### config.mk
export PLATFORM = sky130hd
export DESIGN_NAME = mac_slice
export DESIGN_NICKNAME = d
export VERILOG_FILES = /design/src/design/mac_slice_pkg.sv /design/src/design/mac_slice.sv
export SDC_FILE = /design/constraint.sdc
export NUM_CORES = 2
export LEC_CHECK = 0
export BUFFER_PORTS_ARGS = -buffer_cell sky130_fd_sc_hd__buf_2
export CORE_MARGIN = 5
export CORE_UTILIZATION = 57
export CTS_CLUSTER_SIZE = 28
export DETAILED_ROUTE_END_ITERATION = 6
export PLACE_DENSITY = 0.78
export SKIP_LAST_GASP = 1
export SLEW_MARGIN = 20
export SYNTH_ARGS = -nofsm -noshare
export SYNTH_HDL_FRONTEND = slang
export SYNTH_SLANG_ARGS = --single-unit
### constraint.sdc
create_clock -name SYS_CLK -period 5.95 [get_ports SYS_CLK]
set_input_delay 0.595 -clock SYS_CLK [delete_from_list [all_inputs] [get_ports SYS_CLK]]
set_output_delay 0.595 -clock SYS_CLK [all_outputs]
set_load 0.01 [all_outputs]
### src/design/mac_slice_pkg.sv
// Purpose: shared types and constants of the multiply-accumulate slice
// Assumes: one clock domain; fabric drives controls in step with operands
// Notes: enum codes, except the binary logic functions, follow a gray order along the usual operation path
package mac_slice_pkg;
  localparam int A_W = 25;
  localparam int B_W = 18;
  localparam int P_W = 48;
  localparam int LANE_W = 12;
  localparam int LANES = 4;
  localparam int PRE_W = 26;
  localparam int PROD_W = 44;
  localparam logic [47:0] P_RST = 48'h0;
  localparam logic [24:0] A_RST = 25'h0;
  localparam logic [17:0] B_RST = 18'h0;

  // add and subtract share the arithmetic path; counters reuse the accumulator
  typedef enum logic [2:0] {
    OP_ADD = 3'h0,
    OP_SUB = 3'h1,
    OP_LOGIC = 3'h3,
    OP_CNT_UP = 3'h2,
    OP_CNT_DN = 3'h6
  } alu_op_e;

  typedef enum logic [1:0] {
    Z_ZERO = 2'h0,
    Z_ACC = 2'h1,
    Z_CIN = 2'h3,
    Z_CASC = 2'h2
  } zsel_e;

  typedef enum logic [1:0] {
    SIMD_ONE48 = 2'h0,
    SIMD_TWO24 = 2'h1,
    SIMD_FOUR12 = 2'h3
  } simd_e;

  // ten bitwise functions of x and z
  typedef enum logic [3:0] {
    LF_AND = 4'h0,
    LF_OR = 4'h1,
    LF_XOR = 4'h2,
    LF_XNOR = 4'h3,
    LF_NAND = 4'h4,
    LF_NOR = 4'h5,
    LF_AND_NZ = 4'h6,
    LF_OR_NZ = 4'h7,
    LF_NOT_X = 4'h8,
    LF_PASS_X = 4'h9
  } logic_fn_e;

  typedef struct packed {
    logic a_casc;
    logic preadd_en;
    logic preadd_sub;
    logic mul_bypass;
    zsel_e zsel;
    alu_op_e op;
    simd_e simd;
    logic_fn_e logic_fn;
  } ctrl_s;

  typedef struct packed {
    logic ce_a;
    logic ce_b;
    logic ce_c;
    logic ce_m;
    logic ce_p;
  } ce_s;
endpackage

### src/design/mac_slice.sv
// Purpose: signed 25x18 multiply-accumulate slice with pre-adder, simd alu and pattern detector
// Assumes: all inputs but RESETN come from logic on SYS_CLK, so only the release of RESETN is synchronised
// Notes: RST_SYNC clears the datapath; RESETN is the power-on reset
`timescale 1ns/100ps
// Operation
// RULE1: signed 25 by 18 full product
// RULE2: 48-bit accumulator adds each result
// RULE3: multiplier bypass feeds two 48-bit operands
// RULE4: simd two 24 or four 12-bit lanes
// RULE5: logic unit with ten bitwise functions
// RULE6: pre-adder combines operands before multiplying
// RULE7: pattern detector on result aids rounding
// RULE8: detector with logic unit spans 96 bits
// RULE9: pipeline registers and alu stage optional
// RULE10: cascade buses to adjacent slices
// RULE11: accumulator counts up or down
// RULE12: registers update on enable, sync clear
// RULE13: fabric keeps controls aligned with operands
module mac_slice #(
  parameter bit AREG = 1'b1,
  parameter bit BREG = 1'b1,
  parameter bit CREG = 1'b1,
  parameter bit MREG = 1'b1,
  parameter bit USE_ALU = 1'b1,
  parameter logic [47:0] PATTERN = 48'h0,
  parameter logic [47:0] MASK = 48'h0
) (
  input wire logic SYS_CLK,
  input wire logic RESETN,
  input wire logic RST_SYNC,
  input wire mac_slice_pkg::ctrl_s CTRL,
  input wire mac_slice_pkg::ce_s CE,
  input wire logic [24:0] A_IN,
  input wire logic [24:0] D_IN,
  input wire logic [17:0] B_IN,
  input wire logic [47:0] C_IN,
  input wire logic [24:0] ACIN,
  input wire logic [47:0] PCIN,
  input wire logic PDET_CASC_IN,
  output logic [47:0] P_OUT,
  output logic [47:0] PCOUT,
  output logic [24:0] ACOUT,
  output logic [17:0] BCOUT,
  output logic PDET_OUT,
  output logic PDET_WIDE_OUT
);
  localparam logic PDET_RST = ((mac_slice_pkg::P_RST ^ PATTERN) & ~MASK) == 48'h0;

  logic rst_meta_reg;
  logic rst_n;
  logic [24:0] a_reg;
  logic [24:0] d_reg;
  logic [17:0] b_reg;
  logic [47:0] c_reg;
  logic [43:0] m_reg;
  logic [47:0] p_reg;
  logic pdet_reg;
  logic wide_reg;
  logic [24:0] a_src;
  logic [24:0] a_use;
  logic [24:0] d_use;
  logic [17:0] b_use;
  logic [47:0] c_use;
  logic [25:0] pre_sum;
  logic [43:0] prod_next;
  logic [43:0] m_use;
  logic [47:0] x_op;
  logic [47:0] z_op;
  logic [47:0] p_next;
  logic match_next;

  // lane-split add or subtract: carries stop at each active lane boundary
  function automatic logic [47:0] simd_addsub(input logic [47:0] z, input logic [47:0] x,
                                              input logic sub, input mac_slice_pkg::simd_e mode);
    logic [47:0] r;
    logic [12:0] s;
    logic c;
    r = 48'h0;
    c = sub;
    for (int i = 0; i < mac_slice_pkg::LANES; i++)
    begin
      if ((i == 2 && mode != mac_slice_pkg::SIMD_ONE48) ||
          (i[0] && mode == mac_slice_pkg::SIMD_FOUR12))
        c = sub;
      s = {1'b0, z[i*12 +: 12]} + {1'b0, (sub ? ~x[i*12 +: 12] : x[i*12 +: 12])} + {12'h0, c};
      r[i*12 +: 12] = s[11:0];
      c = s[12];
    end
    return r;
  endfunction

  function automatic logic [47:0] logic_unit(input logic [47:0] x, input logic [47:0] z,
                                             input mac_slice_pkg::logic_fn_e fn);
    logic [47:0] r;
    r = 48'h0;
    case (fn)
      mac_slice_pkg::LF_AND: r = x & z;
      mac_slice_pkg::LF_OR: r = x | z;
      mac_slice_pkg::LF_XOR: r = x ^ z;
      mac_slice_pkg::LF_XNOR: r = ~(x ^ z);
      mac_slice_pkg::LF_NAND: r = ~(x & z);
      mac_slice_pkg::LF_NOR: r = ~(x | z);
      mac_slice_pkg::LF_AND_NZ: r = x & ~z;
      mac_slice_pkg::LF_OR_NZ: r = x | ~z;
      mac_slice_pkg::LF_NOT_X: r = ~x;
      mac_slice_pkg::LF_PASS_X: r = x;
      default: r = 48'h0;
    endcase
    return r;
  endfunction

  // reset release through two flops; assertion is immediate, release is clocked
  always_ff @(posedge SYS_CLK or negedge RESETN)
  begin
    if (!RESETN)
    begin
      rst_meta_reg <= 1'b0;
      rst_n <= 1'b0;
    end
    else
    begin
      rst_meta_reg <= 1'b1;
      rst_n <= rst_meta_reg;
    end
  end

  // operand stage; registers hold without enable, clear on sync reset
  always_ff @(posedge SYS_CLK or negedge rst_n)
  begin
    if (!rst_n)
    begin
      a_reg <= mac_slice_pkg::A_RST;
      d_reg <= mac_slice_pkg::A_RST;
      b_reg <= mac_slice_pkg::B_RST;
      c_reg <= mac_slice_pkg::P_RST;
    end
    else if (RST_SYNC) // [RULE12]
    begin
      a_reg <= mac_slice_pkg::A_RST;
      d_reg <= mac_slice_pkg::A_RST;
      b_reg <= mac_slice_pkg::B_RST;
      c_reg <= mac_slice_pkg::P_RST;
    end
    else
    begin
      if (CE.ce_a) // [RULE12]
      begin
        a_reg <= a_src;
        d_reg <= D_IN;
      end
      if (CE.ce_b)
        b_reg <= B_IN;
      if (CE.ce_c)
        c_reg <= C_IN;
    end
  end

  // a may come from the neighbour's cascade bus instead of general routing
  assign a_src = CTRL.a_casc ? ACIN : A_IN; // [RULE10]
  // each stage can be skipped to trade latency for speed
  assign a_use = AREG ? a_reg : a_src; // [RULE9]
  assign d_use = AREG ? d_reg : D_IN;
  assign b_use = BREG ? b_reg : B_IN;
  assign c_use = CREG ? c_reg : C_IN;

  // pre-adder widened by one bit so a symmetric tap sum never overflows
  assign pre_sum = !CTRL.preadd_en ? {a_use[24], a_use} :
                   CTRL.preadd_sub ? 26'($signed(d_use) - $signed(a_use)) :
                   26'($signed(d_use) + $signed(a_use)); // [RULE6]
  assign prod_next = 44'($signed(pre_sum) * $signed(b_use)); // [RULE1]

  always_ff @(posedge SYS_CLK or negedge rst_n)
  begin
    if (!rst_n)
      m_reg <= 44'h0;
    else if (RST_SYNC)
      m_reg <= 44'h0;
    else if (CE.ce_m)
      m_reg <= prod_next;
  end
  assign m_use = MREG ? m_reg : prod_next; // [RULE9]

  // bypass joins a and b into one 48-bit operand in place of the product
  always_comb
  begin
    if (CTRL.mul_bypass) // [RULE3]
      x_op = 48'($signed({a_use, b_use}));
    else
      x_op = 48'($signed(m_use));
    case (CTRL.zsel)
      mac_slice_pkg::Z_ACC: z_op = p_reg; // [RULE2]
      mac_slice_pkg::Z_CIN: z_op = c_use;
      mac_slice_pkg::Z_CASC: z_op = PCIN; // [RULE10]
      default: z_op = 48'h0;
    endcase
  end

  // alu: arithmetic is z plus or minus x; counters ignore the lane split
  always_comb
  begin
    p_next = x_op;
    if (USE_ALU) // [RULE9]
    begin
      case (CTRL.op)
        mac_slice_pkg::OP_ADD: p_next = simd_addsub(z_op, x_op, 1'b0, CTRL.simd); // [RULE4]
        mac_slice_pkg::OP_SUB: p_next = simd_addsub(z_op, x_op, 1'b1, CTRL.simd); // [RULE4]
        mac_slice_pkg::OP_LOGIC: p_next = logic_unit(x_op, z_op, CTRL.logic_fn); // [RULE5]
        mac_slice_pkg::OP_CNT_UP: p_next = p_reg + 48'h1; // [RULE11]
        mac_slice_pkg::OP_CNT_DN: p_next = p_reg - 48'h1; // [RULE11]
        default: p_next = x_op;
      endcase
    end
  end

  // masked compare; a tie pattern on the low bits flags convergent rounding
  assign match_next = ((p_next ^ PATTERN) & ~MASK) == 48'h0; // [RULE7]

  // result stage: detector flag is registered with the result it describes
  always_ff @(posedge SYS_CLK or negedge rst_n)
  begin
    if (!rst_n)
    begin
      p_reg <= mac_slice_pkg::P_RST;
      pdet_reg <= PDET_RST;
      wide_reg <= 1'b0;
    end
    else if (RST_SYNC) // [RULE12]
    begin
      p_reg <= mac_slice_pkg::P_RST;
      pdet_reg <= PDET_RST;
      wide_reg <= 1'b0;
    end
    else if (CE.ce_p)
    begin
      p_reg <= p_next;
      pdet_reg <= match_next; // [RULE7]
      wide_reg <= match_next & PDET_CASC_IN; // [RULE8]
    end
  end

  assign P_OUT = p_reg;
  assign PCOUT = p_reg; // [RULE10]
  assign ACOUT = a_reg;
  assign BCOUT = b_reg;
  assign PDET_OUT = pdet_reg;
  assign PDET_WIDE_OUT = wide_reg;
endmodule

==> flow_summary.toml <==
[outcome]
status = "finished with violations"
violations = "DRC, setup timing"

[timing]
fin_setup_tns_ns = -153.05
setup_ws_ns = -3.64
fin_skew_ns = 0.0393
min_period_ns = 9.59
slew_viol_final = 0
rsz0062_at_grt = "yes"
hold_viol_final = 0
slew_headroom_pct = 17.2
finalCritPeriodShare_pct = 161
fmax_ghz = 0.104
finalSetupViolations = 65
worst_pin_slew_ns = 1.24

[critical_path]
worstSetupStartpointType = "flop"
cpMostUsedCell = "fa_1"
crit_fanout = 5
ff2ff_path_depth = 37
critPathMaxStageDelay_ns = 0.57
worst_r2r_endpoint = "m_reg[39]"
critPathKind = "reg2reg"
startpoint = "ACOUT[1]"
reg2reg_slack_ns = -3.64
endpoint_kind = "flop"
cp_data_arrival_time_ns = 10.11
slowest_stage = "fa_1"
r2r-start = "ACOUT[1]"
cp.required_ns = 6.46

[pwr]
vdd_drop_max_mv = 0.428
leakagePower_uw = 0.0262
power_uw = 18500
p_per_area_nw_per_um2 = 344

[cts]
clk_path_buf_depth = 3
root_buffer = "clkbuf_16"
clkTransAtPathRegs_ns = 0.06
tritoncts = "done"
cts.sinks = 212
htreeDepth = 1
cts_made_buffers = 27
clk_latency_ns = 0.60

[worst_hold_path]
whs_path_depth = 3
min_to = "c_reg[35]"
hold_path_class = "in2reg"
hold_start = "C_IN[35]"

[routing]
dr.first_iter.drc_count = 4454
vias = 43100
drtAntennaViolNets = 0
route.detailed.drc = 2
firstDrtPassIters = 7
wl_per_cell_um = 23.6
wl_um = 164000
drt-vias-per-instance = 6.20

[logic_synthesis]
synth.avg_cell_area_um2 = 8.36
synth_edf_count = 0
synth_cells = 5047
ys_seq_area_share_pct = 12.6
ys_seq_elements = 212
ys.flop_type = "dfrtp_1"
ys_warn_count = 0
syn_nets = 6107
yosysUniqueCellTypes = 99
async_reset_ff_share_pct = 100
netlist_area_um2 = 42200

[placement]
hpwlAfterDp_um = 125000
detailedPlace.worstSlack_ns = -3.91
routabilityCongestion = 1.06
port_buffers = 353
dp_cells = 6771

[floorplan]
core_area_um2 = 73200
die_w_um = 282
initial_core_util_pct = 57.6
io_pins = 354
core.rowCount = 99
fp.dieH_um = 282
die_area_um2 = 79500

[global_routing]
grt_max_degree = 113
grt_usage_pct = 39.3
first_global_vias = 43600
grt_pass1_wl_um = 245000
grt.overflow.total = 0
antenna_found_initial = 6

[final_layout]
final_cells = 6946
layout_common_cells = "835 x buf_4, 580 x inv_1, 468 x nand2_1"
areaGrowthSynthToFinish_pct = 27.6
fillers = 5344
final_common_cell = "buf_4"
nets = 7022
drive_gt1_share_pct = 30.4
finish.utilization_pct = 73.5

[flow_run]
maxCapViolCount = 0
## per-stage QoR
stage	hold WS [ns]	area [um2]
detailed placement	0.344	50700
CTS	0.215	52900
global placement	0.339	50700
global route	0.230	53800
floorplan	0.299	43500
finish	0.240	53800
## worst max-delay path: cells and delay by family, from the launching register on
| kind | cells | cell delay, ns |
|---|---|---|
| fa+ha+maj | 8 | 3.73 |
| compound gates | 8 | 2.05 |
| simple gates | 11 | 1.81 |
| xor+xnor | 3 | 0.49 |
| buf+inv | 5 | 0.49 |
| mux | 2 | 0.48 |
| flops | 1 | 0.42 |
## layout make-up
type                    instances  area (um2)  area share, %
inverters                     619        2340           4.35
flip-flops and latches        212        5310           9.87
multi-input cells            3857       35200           65.4
clock inverters                16         183          0.339
well taps                     959        1200           2.23
clock buffers                  32         714           1.33
diodes                          6        15.0         0.0279
repair buffers               1245        8850           16.4
## worst max path at each step
stage,to
3_3_place_gp,PDET_WIDE_OUT
6_report,m_reg[39]
2_1_floorplan,PDET_WIDE_OUT
4_1_cts,m_reg[39]
3_5_place_dp,PDET_WIDE_OUT
5_1_grt,m_reg[39]
## metal layers
metal / share of wire [%] / track usage [%] / vias to the layer above
met4: 7.1 / 22.6 / 4
met2: 45 / 62.2 / 2473
li1: - / - / 18800
met5: 0.013 / 0 / -
met1: 37 / 50.5 / 21100
met3: 10 / 8.19 / 660
## repair_timing
item                                   CTS  global route
buffers inserted                       103            44
gates cloned                             1             2
hold buffers                             1             0
endpoints found under the hold margin    2             0
resized for setup                      134           147
setup endpoints to repair               64            71
pin swaps                              153           198
## where the power goes
group          internal [uW]  total (uW)  switching [uW]
logic                   7190       15000            7840
clock network            991        1720             731
registers               1620        1760             144
total                   9800       18500            8720
## cells by family (layout without fill, tap and decap cells)
kind of cell,Yosys count,count (layout),synth area share [%]
adder cells (fa/ha/maj),847,847,33.5
AND/OR/NAND/NOR,1416,1416,15.4
other,1,7,0.00889
XOR/XNOR,210,210,4.36
multiplexers,302,304,7.45
buffers and inverters,980,1912,9.28
AO/OA/AOI/OAI,1079,1079,17.4
flip-flops,212,212,12.6
## Yosys cell counts (38+ instances only)
master	number	area share, %
dfrtp_1	211	13
buf_2	44	0.52
a211oi_1	97	1.7
and2_1	136	2.0
a22oi_1	78	1.4
nor3_1	61	0.72
a21o_1	68	1.2
inv_1	615	5.5
mux2_2	86	2.3
o21ai_0	169	2.0
o211ai_1	38	0.68
mux2i_1	215	5.1
a21oi_1	235	2.8
o22ai_1	52	0.77
nand2b_1	43	0.64
nand3_1	56	0.66
nor2b_1	41	0.61
nor2_1	428	3.8
xor2_1	51	1.1
buf_4	48	0.85
or2_2	39	0.58
xnor2_1	159	3.3
clkbuf_1	240	2.1
ha_1	374	11
nand2_1	501	4.5
fa_1	473	22
Note: power is estimated with default switching activity, not from simulation.
